--- src/ppc_pkg.sv ---
// Constants and carrier types for the port pin control block
`default_nettype none
package ppc_pkg;
  // Clock and timing
  localparam int CLK_MHZ = 40;
  localparam int OSC_STABLE_NS = 1000000;
  localparam int OSC_STABLE_CYC = OSC_STABLE_NS * CLK_MHZ / 1000;
  localparam int SWRST_LOW_NS = 1000;
  localparam int SWRST_LOW_CYC = (SWRST_LOW_NS * CLK_MHZ + 999) / 1000;
  localparam int STRAP_CYC = 3;

  // Bidirectional port slots: 0,1,3,4,5,6,7,8
  localparam int NUM_BIDIR = 8;
  localparam int IDX_P5 = 4;
  localparam int IDX_P6 = 5;
  localparam int IDX_P7 = 6;
  localparam int IDX_P8 = 7;
  localparam int PULL_IDX_P2 = 6;
  localparam logic [7:0] PORT_MASK [NUM_BIDIR] =
    '{8'h7f, 8'h1f, 8'hff, 8'hff, 8'h1f, 8'hff, 8'hff, 8'hff};
  localparam logic [7:0] P2_MASK = 8'h1f;
  localparam int P2_RST_BIT = 7;

  // Register byte offsets
  localparam logic [11:0] OFS_OUT_BASE = 12'h000;
  localparam logic [11:0] OFS_P2_DATA = 12'h020;
  localparam logic [11:0] OFS_PA_DATA = 12'h024;
  localparam logic [11:0] OFS_DIR_BASE = 12'h040;
  localparam logic [11:0] OFS_PULL_BASE = 12'h060;
  localparam logic [11:0] OFS_P7_PUD = 12'h080;
  localparam logic [11:0] OFS_PA_PUD = 12'h084;
  localparam logic [11:0] OFS_SYNC = 12'h090;
  localparam logic [11:0] OFS_SWRST = 12'h094;
  localparam logic [11:0] OFS_STATUS = 12'h098;

  // Field positions and reset values
  localparam int PUD_DOWN_BIT = 8;
  localparam int SYNC_SRC_LSB = 8;
  localparam int STAT_PROC_BIT = 0;
  localparam int STAT_READY_BIT = 1;
  localparam logic [7:0] RST_ZERO = 8'h00;
  localparam logic RST_P2_LATCH = 1'b1;

  // Synchronous output trigger sources
  typedef enum logic [1:0] {
    PPC_SRC_IRQ2, PPC_SRC_TMR1, PPC_SRC_TMR2, PPC_SRC_TMR4
  } ppc_src_type;

  // Pin drive carrier: level and enable per port slot
  typedef struct packed {
    logic [NUM_BIDIR-1:0][7:0] level;
    logic [NUM_BIDIR-1:0][7:0] enable;
  } ppc_drive_type;

  // Pull resistor enables
  typedef struct packed {
    logic [NUM_BIDIR-1:0][7:0] up;
    logic [7:0]                p2_up;
    logic [7:0]                p7_down;
    logic [7:0]                pa_up;
    logic [7:0]                pa_down;
  } ppc_pull_type;

  // External memory bus request from the core
  typedef struct packed {
    logic        wr_n;
    logic        rd_n;
    logic        cs_n;
    logic [17:0] addr;
    logic [7:0]  wdata;
  } ppc_ext_req_type;
endpackage
`default_nettype wire

--- src/ppc_port_ctrl.sv ---
// Port pin control with external bus takeover and reset pin
// Behaviour
// - Ports 0,1 are 7 and 5 bits; 3,4,6,7,8 eight; 2 five, A eight input
// - Every bidirectional bit has its own direction bit
// - Ports 0-6 and 8 have per-bit pull-up selection
// - Ports 0,1,3,4 reset to input, pull-ups off, outputs floating
// - Port 2 pull-ups cleared at reset
// - Single-chip reset: ports 5-8 input, pulls off; port A pulls off
// - Processor mode forces port 5 bits 0-4 to strobes and top address
// - Processor mode drives address 0-7 on port 6, 8-15 on port 7
// - Processor mode uses port 8 as data bus, starting as input
// - Ports 7 and A enable pulls per bit, with one up or down choice per port, never mixed
// - Port 7 presents latched data on IRQ2 or timer 1, 2, 4 events
// - Reset pin is open drain, driven low by software reset when latch 0
// - Reset interrupt waits until the clock has stabilised
//
// The placing of the registers and the APB slave port are this design's own decisions.
`default_nettype none
module ppc_port_ctrl
  import ppc_pkg::*;
#(
  parameter int STABLE_CYCLES = OSC_STABLE_CYC
) (
  input  wire logic                      pclk,
  input  wire logic                      presetn,
  input  wire logic                      psel,
  input  wire logic                      penable,
  input  wire logic                      pwrite,
  input  wire logic [11:0]               paddr,
  input  wire logic [31:0]               pwdata,
  output logic      [31:0]               prdata,
  output logic                           pready,
  output logic                           pslverr,
  input  wire logic [NUM_BIDIR-1:0][7:0] gp_pin_in,
  output ppc_drive_type                  gp_pin_drive,
  output ppc_pull_type                   pull_enable,
  input  wire logic [4:0]                port2_pin_in,
  input  wire logic [7:0]                analog_port_pin_in,
  input  wire logic                      reset_pin_active_low_in,
  output logic                           reset_pin_active_low_out,
  output logic                           reset_pin_active_low_oe,
  input  wire logic                      memory_mode_select_pin,
  input  wire ppc_ext_req_type           ext_req,
  output logic      [7:0]                ext_rdata,
  input  wire logic                      irq2_event,
  input  wire logic                      tmr1_event,
  input  wire logic                      tmr2_event,
  input  wire logic                      tmr4_event,
  output logic                           reset_irq_ready
);
  import ppc_pkg::*;

  localparam int SYNC_W = NUM_BIDIR * 8 + 5 + 8 + 2;

  logic [7:0]  out_latch [NUM_BIDIR];
  logic [7:0]  dir_bits [NUM_BIDIR];
  logic [7:0]  pullup_sel [NUM_BIDIR];
  logic [8:0]  p7_pud;
  logic [8:0]  pa_pud;
  logic [7:0]  sync_en;
  ppc_src_type sync_src;
  logic [7:0]  sync_data;
  logic        p2_rst_latch;
  logic [15:0] swrst_cnt;
  logic [31:0] stable_cnt;
  logic        strap_done;
  logic        proc_mode;
  logic [SYNC_W-1:0] pins_sync;
  logic [NUM_BIDIR-1:0][7:0] gp_sync;
  logic [4:0]  p2_sync;
  logic [7:0]  pa_sync;
  logic        rst_pin_sync;
  logic        mode_pin_sync;
  logic        wr_go;
  logic        rd_go;
  logic        addr_ok;
  logic [31:0] rd_value;
  logic        trig;

  // Every pin input crosses in through two flops
  ppc_sync #(.WIDTH(SYNC_W)) u_sync (
    .pclk     (pclk),
    .presetn  (presetn),
    .async_in ({gp_pin_in, port2_pin_in, analog_port_pin_in,
                reset_pin_active_low_in, memory_mode_select_pin}),
    .sync_out (pins_sync)
  );
  assign {gp_sync, p2_sync, pa_sync, rst_pin_sync, mode_pin_sync} = pins_sync;

  // Pin value as software sees it: latch where driven, pin otherwise
  function automatic logic [7:0] port_view(input logic [7:0] dir,
                                            input logic [7:0] lat,
                                            input logic [7:0] pin,
                                            input logic [7:0] msk);
    port_view = ((dir & lat) | (~dir & pin)) & msk;
  endfunction

  // Slot index of a register within a bank of eight words
  function automatic int slot(input logic [11:0] a, input logic [11:0] b);
    slot = int'(a[4:2] - b[4:2]);
  endfunction

  function automatic logic in_bank(input logic [11:0] a,
                                   input logic [11:0] b);
    in_bank = (a[11:5] == b[11:5]);
  endfunction

  // APB handshake: one wait state, pready from a flop
  assign wr_go = psel && penable && pready && pwrite;
  assign rd_go = psel && penable && !pready && !pwrite;
  assign addr_ok = in_bank(paddr, OFS_OUT_BASE) ||
                   in_bank(paddr, OFS_DIR_BASE) ||
                   in_bank(paddr, OFS_PULL_BASE) ||
                   paddr == OFS_P2_DATA || paddr == OFS_PA_DATA ||
                   paddr == OFS_P7_PUD || paddr == OFS_PA_PUD ||
                   paddr == OFS_SYNC || paddr == OFS_SWRST ||
                   paddr == OFS_STATUS;

  // Read data mux
  always_comb
  begin
    rd_value = '0;
    if (in_bank(paddr, OFS_OUT_BASE) && paddr < OFS_P2_DATA)
      rd_value[7:0] = port_view(dir_bits[slot(paddr, OFS_OUT_BASE)],
                               out_latch[slot(paddr, OFS_OUT_BASE)],
                               gp_sync[slot(paddr, OFS_OUT_BASE)],
                               PORT_MASK[slot(paddr, OFS_OUT_BASE)]);
    else if (in_bank(paddr, OFS_DIR_BASE))
      rd_value[7:0] = dir_bits[slot(paddr, OFS_DIR_BASE)];
    else if (in_bank(paddr, OFS_PULL_BASE))
      rd_value[7:0] = pullup_sel[slot(paddr, OFS_PULL_BASE)];
    else if (paddr == OFS_P2_DATA)
      rd_value[7:0] = {rst_pin_sync, 2'b00, p2_sync};
    else if (paddr == OFS_PA_DATA)
      rd_value[7:0] = pa_sync;
    else if (paddr == OFS_P7_PUD)
      rd_value[8:0] = p7_pud;
    else if (paddr == OFS_PA_PUD)
      rd_value[8:0] = pa_pud;
    else if (paddr == OFS_SYNC)
      rd_value[9:0] = {sync_src, sync_en};
    else if (paddr == OFS_SWRST)
      rd_value[0] = (swrst_cnt != '0);
    else if (paddr == OFS_STATUS)
    begin
      rd_value[STAT_PROC_BIT] = proc_mode;
      rd_value[STAT_READY_BIT] = reset_irq_ready;
    end
  end

  // Bus answer flops
  always_ff @(posedge pclk or negedge presetn)
  begin
    if (!presetn)
    begin
      pready <= 1'b0;
      pslverr <= 1'b0;
      prdata <= '0;
    end
    else
    begin
      pready <= psel && penable && !pready;
      pslverr <= psel && penable && !pready && !addr_ok;
      if (rd_go)
        prdata <= rd_value;
    end
  end

  // Port latches, direction and pull-up selections
  always_ff @(posedge pclk or negedge presetn)
  begin
    if (!presetn)
    begin
      for (int i = 0; i < NUM_BIDIR; i++)
      begin
        out_latch[i] <= RST_ZERO;
        dir_bits[i] <= RST_ZERO;
        pullup_sel[i] <= RST_ZERO;
      end
      p2_rst_latch <= RST_P2_LATCH;
    end
    else if (wr_go)
    begin
      if (in_bank(paddr, OFS_OUT_BASE) && paddr < OFS_P2_DATA)
        out_latch[slot(paddr, OFS_OUT_BASE)] <=
          pwdata[7:0] & PORT_MASK[slot(paddr, OFS_OUT_BASE)];
      if (in_bank(paddr, OFS_DIR_BASE))
        dir_bits[slot(paddr, OFS_DIR_BASE)] <=
          pwdata[7:0] & PORT_MASK[slot(paddr, OFS_DIR_BASE)];
      if (in_bank(paddr, OFS_PULL_BASE) &&
          slot(paddr, OFS_PULL_BASE) == PULL_IDX_P2)
        pullup_sel[PULL_IDX_P2] <= pwdata[7:0] & P2_MASK;
      else if (in_bank(paddr, OFS_PULL_BASE))
        pullup_sel[slot(paddr, OFS_PULL_BASE)] <=
          pwdata[7:0] & PORT_MASK[slot(paddr, OFS_PULL_BASE)];
      if (paddr == OFS_P2_DATA)
        p2_rst_latch <= pwdata[P2_RST_BIT];
    end
  end

  // One up/down choice per port keeps the two kinds from mixing
  always_ff @(posedge pclk or negedge presetn)
  begin
    if (!presetn)
    begin
      p7_pud <= '0;
      pa_pud <= '0;
    end
    else if (wr_go && paddr == OFS_P7_PUD)
      p7_pud <= pwdata[8:0];
    else if (wr_go && paddr == OFS_PA_PUD)
      pa_pud <= pwdata[8:0];
  end

  // Synchronous output: copy the port 7 latch on the chosen event
  always_comb
  begin
    case (sync_src)
      PPC_SRC_IRQ2: trig = irq2_event;
      PPC_SRC_TMR1: trig = tmr1_event;
      PPC_SRC_TMR2: trig = tmr2_event;
      PPC_SRC_TMR4: trig = tmr4_event;
      default:      trig = 1'b0;
    endcase
  end

  always_ff @(posedge pclk or negedge presetn)
  begin
    if (!presetn)
    begin
      sync_en <= RST_ZERO;
      sync_src <= PPC_SRC_IRQ2;
      sync_data <= RST_ZERO;
    end
    else
    begin
      if (wr_go && paddr == OFS_SYNC)
      begin
        sync_en <= pwdata[7:0];
        sync_src <= ppc_src_type'(pwdata[SYNC_SRC_LSB +: 2]);
      end
      if (trig)
        sync_data <= out_latch[IDX_P7];
    end
  end

  // Software reset hold-off; only drives the pin with a zero latch
  always_ff @(posedge pclk or negedge presetn)
  begin
    if (!presetn)
      swrst_cnt <= '0;
    else if (wr_go && paddr == OFS_SWRST && pwdata[0])
      swrst_cnt <= 16'(SWRST_LOW_CYC);
    else if (swrst_cnt != '0)
      swrst_cnt <= swrst_cnt - 16'h0001;
  end

  always_ff @(posedge pclk or negedge presetn)
  begin
    if (!presetn)
    begin
      reset_pin_active_low_out <= 1'b0;
      reset_pin_active_low_oe <= 1'b0;
    end
    else
    begin
      reset_pin_active_low_out <= 1'b0;
      reset_pin_active_low_oe <= (swrst_cnt != '0) && !p2_rst_latch;
    end
  end

  // Oscillator wait after release, then ready; strap capture falls inside the wait
  always_ff @(posedge pclk or negedge presetn)
  begin
    if (!presetn)
    begin
      stable_cnt <= '0;
      reset_irq_ready <= 1'b0;
    end
    else if (stable_cnt < 32'(STABLE_CYCLES))
      stable_cnt <= stable_cnt + 32'h1;
    else
      reset_irq_ready <= 1'b1;
  end

  // Mode pin is taken once, after the synchroniser has filled
  always_ff @(posedge pclk or negedge presetn)
  begin
    if (!presetn)
    begin
      proc_mode <= 1'b0;
      strap_done <= 1'b0;
    end
    else if (!strap_done && stable_cnt == 32'(STRAP_CYC))
    begin
      proc_mode <= mode_pin_sync;
      strap_done <= 1'b1;
    end
  end

  // Pin drive and pull outputs, all registered
  always_ff @(posedge pclk or negedge presetn)
  begin
    if (!presetn)
    begin
      gp_pin_drive <= '0;
      pull_enable <= '0;
    end
    else
    begin
      for (int i = 0; i < NUM_BIDIR; i++)
      begin
        gp_pin_drive.level[i] <= out_latch[i];
        gp_pin_drive.enable[i] <= dir_bits[i] & PORT_MASK[i];
        pull_enable.up[i] <= pullup_sel[i] & PORT_MASK[i];
      end
      gp_pin_drive.level[IDX_P7] <= (sync_en & sync_data) |
                                    (~sync_en & out_latch[IDX_P7]);
      pull_enable.up[IDX_P7] <= p7_pud[PUD_DOWN_BIT] ? RST_ZERO
                                : p7_pud[7:0];
      pull_enable.p7_down <= p7_pud[PUD_DOWN_BIT] ? p7_pud[7:0]
                             : RST_ZERO;
      pull_enable.p2_up <= pullup_sel[PULL_IDX_P2] & P2_MASK;
      pull_enable.pa_up <= pa_pud[PUD_DOWN_BIT] ? RST_ZERO : pa_pud[7:0];
      pull_enable.pa_down <= pa_pud[PUD_DOWN_BIT] ? pa_pud[7:0] : RST_ZERO;
      if (proc_mode)
      begin
        gp_pin_drive.level[IDX_P5] <= {3'b000, ext_req.addr[17:16],
                                       ext_req.cs_n, ext_req.rd_n,
                                       ext_req.wr_n};
        gp_pin_drive.enable[IDX_P5] <= PORT_MASK[IDX_P5];
        gp_pin_drive.level[IDX_P6] <= ext_req.addr[7:0];
        gp_pin_drive.enable[IDX_P6] <= PORT_MASK[IDX_P6];
        gp_pin_drive.level[IDX_P7] <= ext_req.addr[15:8];
        gp_pin_drive.enable[IDX_P7] <= PORT_MASK[IDX_P7];
        // Data bus floats unless a write is in flight
        gp_pin_drive.level[IDX_P8] <= ext_req.wdata;
        gp_pin_drive.enable[IDX_P8] <=
          {8{!ext_req.cs_n && !ext_req.wr_n}};
      end
    end
  end

  // Read data from the external bus
  always_ff @(posedge pclk or negedge presetn)
  begin
    if (!presetn)
      ext_rdata <= '0;
    else
      ext_rdata <= gp_sync[IDX_P8];
  end

  chk_port5_width: assert property (@(posedge pclk) disable iff (!presetn)
    gp_pin_drive.enable[IDX_P5][7:5] == 3'b000)
    else $error("port 5 drives a bit that does not exist");

  chk_dir_write: assert property (@(posedge pclk) disable iff (!presetn)
    wr_go && paddr == OFS_DIR_BASE && !proc_mode |-> ##2
    gp_pin_drive.enable[0] == ($past(pwdata[7:0], 2) & 8'h7f))
    else $error("port 0 enable does not follow its direction write");

  chk_pullup_write: assert property (@(posedge pclk) disable iff (!presetn)
    wr_go && paddr == OFS_PULL_BASE |-> ##2
    pull_enable.up[0] == ($past(pwdata[7:0], 2) & 8'h7f))
    else $error("port 0 pull-up does not follow its write");

  chk_reset_float: assert property (@(posedge pclk) disable iff (!presetn)
    stable_cnt == 32'h1 |-> gp_pin_drive.enable == '0 &&
    pull_enable == '0)
    else $error("pins driven or pulled right after reset");

  chk_bus_strobes: assert property (@(posedge pclk) disable iff (!presetn)
    proc_mode |=> gp_pin_drive.enable[IDX_P5] == 8'h1f &&
    gp_pin_drive.level[IDX_P5][2:0] == $past({ext_req.cs_n,
    ext_req.rd_n, ext_req.wr_n}))
    else $error("strobes not on port 5 in processor mode");

  chk_bus_address: assert property (@(posedge pclk) disable iff (!presetn)
    proc_mode |=> gp_pin_drive.level[IDX_P7] == $past(ext_req.addr[15:8])
    && gp_pin_drive.level[IDX_P6] == $past(ext_req.addr[7:0]))
    else $error("address not on ports 6 and 7");

  chk_data_float: assert property (@(posedge pclk) disable iff (!presetn)
    proc_mode && ext_req.wr_n |=> gp_pin_drive.enable[IDX_P8] == '0)
    else $error("data bus driven outside a write");

  chk_pull_mix: assert property (@(posedge pclk) disable iff (!presetn)
    (pull_enable.up[IDX_P7] & pull_enable.p7_down) == '0 &&
    (pull_enable.pa_up & pull_enable.pa_down) == '0)
    else $error("pull-up and pull-down mixed on one port");

  chk_sync_out: assert property (@(posedge pclk) disable iff (!presetn)
    trig && sync_en[0] && !proc_mode ##1 !proc_mode |=>
    gp_pin_drive.level[IDX_P7][0] == $past(out_latch[IDX_P7][0], 2))
    else $error("synchronous output did not present latched data");

  chk_rst_pin: assert property (@(posedge pclk) disable iff (!presetn)
    wr_go && paddr == OFS_SWRST && pwdata[0] && !p2_rst_latch |=>
    ##1 reset_pin_active_low_oe && !reset_pin_active_low_out)
    else $error("software reset did not pull the reset pin low");

  chk_ready_wait: assert property (@(posedge pclk) disable iff (!presetn)
    reset_irq_ready |-> stable_cnt == 32'(STABLE_CYCLES))
    else $error("reset interrupt released before clock settled");
endmodule // ppc_port_ctrl
`default_nettype wire

--- src/ppc_sync.sv ---
// Two-stage synchroniser for pin inputs
`default_nettype none
module ppc_sync #(
  parameter int WIDTH = 1
) (
  input  wire logic             pclk,
  input  wire logic             presetn,
  input  wire logic [WIDTH-1:0] async_in,
  output logic      [WIDTH-1:0] sync_out
);
  logic [WIDTH-1:0] stage1;

  // First stage feeds only the second stage
  always_ff @(posedge pclk or negedge presetn)
  begin
    if (!presetn)
    begin
      stage1 <= '0;
      sync_out <= '0;
    end
    else
    begin
      stage1 <= async_in;
      sync_out <= stage1;
    end
  end
endmodule // ppc_sync
`default_nettype wire

--- config.mk ---
export PLATFORM = sky130hd
export DESIGN_NAME = ppc_port_ctrl
export DESIGN_NICKNAME = d
export VERILOG_FILES = /design/src/ppc_pkg.sv /design/src/ppc_port_ctrl.sv /design/src/ppc_sync.sv
export SDC_FILE = /design/constraint.sdc
export NUM_CORES = 1
export LEC_CHECK = 0
export BUFFER_PORTS_ARGS = -buffer_cell sky130_fd_sc_hd__buf_2
export CORE_ASPECT_RATIO = 1.5
export CORE_MARGIN = 5
export CORE_UTILIZATION = 36
export CTS_BUF_LIST = sky130_fd_sc_hd__clkbuf_4 sky130_fd_sc_hd__clkbuf_8 sky130_fd_sc_hd__clkbuf_16
export CTS_CLUSTER_SIZE = 20
export DETAILED_ROUTE_END_ITERATION = 10
export PLACE_DENSITY_LB_ADDON = 0.15
export SYNTH_ARGS = -nofsm -noshare
export SYNTH_HDL_FRONTEND = slang
export SYNTH_HIERARCHICAL = 1
export SYNTH_SLANG_ARGS = --single-unit
--- constraint.sdc ---
create_clock -name pclk -period 6.4 [get_ports pclk]
set_clock_uncertainty 0.1 [all_clocks]
set_input_delay 1.6 -clock pclk [delete_from_list [all_inputs] [get_ports pclk]]
set_output_delay 1.6 -clock pclk [all_outputs]
set_load 0.005 [all_outputs]
==> parameters.txt <==
Parameter                              Value

Clock network
  CTS max path bufs ... 3
  Number of buffers created by CTS ... 67
  Number of buffers inserted by hold repair at cts ... 0
  CTS HTree Levels ... 3
  Worst skew pair latency ... around 0.6 ns
  Post-CTS Resized ... 0
  CTS Root Cell ... sky130_fd_sc_hd__clkbuf_16
  Number of clock sinks seen by CTS ... 666
  Post CTS Setup Buffer Count ... 0
  Clock tree from TritonCTS ... yes
  Reg clk slew, reported paths ... 0.06 ns

Global routing
  Gr ovfl total ... 0
  Routing usage on met1 ... 0.247
  Via count of the first global-routing pass ... 15400
  Global-route layer with the greatest usage ... met2
  Routing usage on met2 ... 0.327
  Maximum number of pins on one net before global-route repair ... 159
  Gr usage total ... 0.195
  Met3 Resource Use GR ... 0.0502
  Initial antenna violation count ... 7
  First-pass GRT wire length ... 106 mm

Floorplanning
  Horizontal die dimension ... 223 um
  Overall die area ... roughly 0.074 mm2
  CORE AREA ... 0.0678 mm2
  Row count ... 117
  Die Height ... 330 um
  # IOs ... 430
  Initial Utilization ... 0.362

Timing
  Setup repair after global routing missed its margin ... false
  Slew at the pin with the worst max-slew slack ... 1.24 ns
  FMAX ... 245 MHz
  Final critical-path required period ... just over 4 ns
  Worst hold slack across all endpoints ... 0.242 ns
  Summed negative setup slack over all endpoints ... 0 ns
  Final-report hold violation count ... 0
  Max-slew headroom at the worst pin ... 0.166
  Period Utilization, post-route ... 0.637
  Final count of pins violating max slew ... 0
  Final count of negative-setup-slack endpoints ... 0

Cells and area
  Area Overhead vs Synth ... 20.6%
  Fraction of final layout cells sized beyond drive strength 1 ... 0.409
  Final Non-Filler Cells ... 2927
  # nets final ... around 2100
  Most used cells in the layout excluding fill and tap cells ... sky130_fd_sc_hd__dfrtp_1 (664), sky130_fd_sc_hd__buf_2 (364), sky130_fd_sc_hd__mux2_2 (207)
  Most frequent standard cell in the layout excluding fill and tap cells ... sky130_fd_sc_hd__dfrtp_1

Placement
  Number of input and output port buffers inserted ... 367
  Cells after DPL ... roughly 2800
  Final estimated routing congestion in global placement ... approximately 0.84
  Detailed placer's ending HPWL ... 50.8 mm

Critical path
  Critical Path Fanout Max ... 15
  Slowest-stage cell, CP ... sky130_fd_sc_hd__nor2_1
  CP Data Arrival Time ... 4.41 ns
  Cells traversed along the worst timing path ... buf_2 -> or3_1 -> nor2b_1 -> nand2_1 -> nor2_1 -> a211oi_1
  Required time at the worst-slack endpoint ... 6.74 ns
  Critical path's largest stage delay ... 0.87 ns
  Gate family responsible for the most delay along the worst path ... simple AND/OR/NAND/NOR gates
  Number of buffers and inverters on the critical path ... 1
  Reg-to-reg setup timing slack ... 3.64 ns
  Category of the critical setup timing path ... primary input to register
  Endpoint class of the critical path ... register
  Startpoint types ... primary input

Route
  Initial DRC Count ... 840
  Drt pass-1 iters ... 5
  Total number of vias ... roughly 14000
  Number of remaining DRC errors ... 0
  DRT Wirelength ... 72.0 mm
  Number of vias per cell after detailed routing ... 4.88
  Detail Route Antenna Nets ... 0
  Per-cell routed wire length ... 24.6 um

Power and ir drop
  Reported leakage power ... roughly 15 nW
  Power per cell area ... about 300 mW/mm2
  Switching power of the nets ... 1.94 mW
  Sequential share of power ... 0.484
  Clock network fraction of design power ... 0.472
  Maximum vdd drop ... about 0.22 mV
  Internal Power ... roughly 7 mW
  Comb pwr share ... 0.044
  Fraction of power spent switching nets ... 0.217

Flow run
  # Max-Cap Violations ... 0

Synthesis
  Synthesis-stage register bit count ... 666
  Mapped Cells ... 1611
  Main flop type after synthesis ... sky130_fd_sc_hd__dfrtp_1
  Seq/Total Area, Yosys ... 0.680
  Distinct cell type count after synthesis ... 68
  Async set-reset flop share out of synthesis ... 1.00
  Largest cells by area after synthesis ... sky130_fd_sc_hd__dfrtp_1 (68%), sky130_fd_sc_hd__mux2_2 (9.5%), sky130_fd_sc_hd__mux4_2 (5.0%), sky130_fd_sc_hd__mux2i_1 (1.7%), sky130_fd_sc_hd__buf_4 (1.2%)
  Cell type with the highest aggregate area in the netlist ... sky130_fd_sc_hd__dfrtp_1
  Portion of synthesized cell area occupied by the leading cell type ... 0.679
  Post-synth design cell area ... 0.0245 mm2
  Count of warnings emitted by yosys ... 6
  Number of enable flip-flop cells after synthesis ... 0
  Syn avg cell area ... between 15 and 20 um2

Min path
  Hold/Removal Path Class ... register to register

Status
  Result of the run ... finished, final reports clean
==> flip-flops by register name, summed over array words and instances, names as in the netlist, 10 cells and up <==
register         count
stable_cnt          32
dir_bits            64
gp_pin_drive       121
prdata              10
swrst_cnt           16
pull_enable         86
u_sync/sync_out     79
out_latch           64
u_sync/stage1       79
pullup_sel          64
==> power groups by stage <==
stage	registers [mW]	clock network (mW)	logic [mW]
after floorplan	4.40	0	0.167
final	4.33	4.22	0.395
after CTS	4.33	4.36	0.409
after global routing	4.33	4.51	0.439
after global placement	4.40	0	0.402
after detailed placement	4.41	0	0.407
==> layer usage <==
metal | vias to the layer above | part of all wire
li1 | 6323 | -
met1 | 7415 | 0.41
met2 | 454 | 0.50
met3 | 98 | 0.066
met4 | 2 | 0.029
met5 | - | 0.00018
==> synthesized netlist by cell type (all sizes together), types with 2 or more instances <==
master / count
a2111oi: 4
a211oi: 13
a21oi: 23
a221o: 2
a221oi: 2
a22o: 2
a22oi: 8
a31oi: 7
a32oi: 4
and2: 30
and3: 3
buf: 66
clkbuf: 56
dfrtp: 665
ha: 3
inv: 14
mux2: 219
mux2i: 42
mux4: 54
nand2: 68
nand2b: 8
nand3: 20
nand4: 11
nor2: 58
nor2b: 47
nor3: 21
nor3b: 5
nor4: 16
nor4b: 4
o2111ai: 4
o21a: 2
o21ai: 50
o22a: 2
o22ai: 2
o2bb2ai: 4
or2: 23
or3: 7
xnor2: 14
xor2: 11
==> stage by stage <==
step	total power, mW	utilization	instance area [um2]	setup slack, ns
5_1_grt	9.28	0.436	29600	2.12
6_report	8.94	0.436	29600	2.33
3_3_place_gp	4.81	0.401	27200	1.75
4_1_cts	9.10	0.436	29600	2.35
2_1_floorplan	4.56	-	24700	2.59
3_5_place_dp	4.81	0.401	27200	1.68
==> cell families (layout without fill, tap and decap cells) <==
logic type	after synthesis	count (layout)	share of synthesized area
adder cells (fa/ha/maj)	3	3	0.00153
multiplexers	315	315	0.169
XOR/XNOR	25	25	0.00893
other	1	42	0.000153
flip-flops	666	666	0.680
buffers and inverters	137	520	0.0293
AND/OR/NAND/NOR	326	326	0.0749
AO/OA/AOI/OAI	138	138	0.0361
==> layout make-up <==
class / instances / area (um2)
diodes: 2 / 5.00
clock buffers: 97 / 2070
clock inverters: 24 / 332
fillers: 6152 / 38200
inverters: 15 / 56.3
multi-input cells: 847 / 7280
flip-flops and latches: 666 / 16700
well taps: 892 / 1120
repair buffers: 384 / 2040
==> final timing paths <==
| kind | from | endpoint | cells after the start |
|---|---|---|---|
| max | paddr[10] | swrst_cnt[1] | 6 |
| min | u_sync/stage1[21] | u_sync/sync_out[21] | 0 |
| max reg2reg | swrst_cnt[10] | prdata[0] | 6 |
| min reg2reg | u_sync/stage1[21] | u_sync/sync_out[21] | 0 |
| max in group asynchronous | presetn | pull_enable[79] | 2 |
| min in group asynchronous | presetn | u_sync/sync_out[35] | 1 |
==> worst register-to-register path: stages (launching register included) <==
cell	delay, ns
sky130_fd_sc_hd__dfrtp_1	0.41
sky130_fd_sc_hd__nor4_1	0.58
sky130_fd_sc_hd__nand4_1	0.57
sky130_fd_sc_hd__o211a_1	0.39
sky130_fd_sc_hd__a21oi_1	0.18
sky130_fd_sc_hd__o31ai_1	0.10
sky130_fd_sc_hd__a221o_1	0.31
Note: power is estimated with default switching activity, not from simulation.
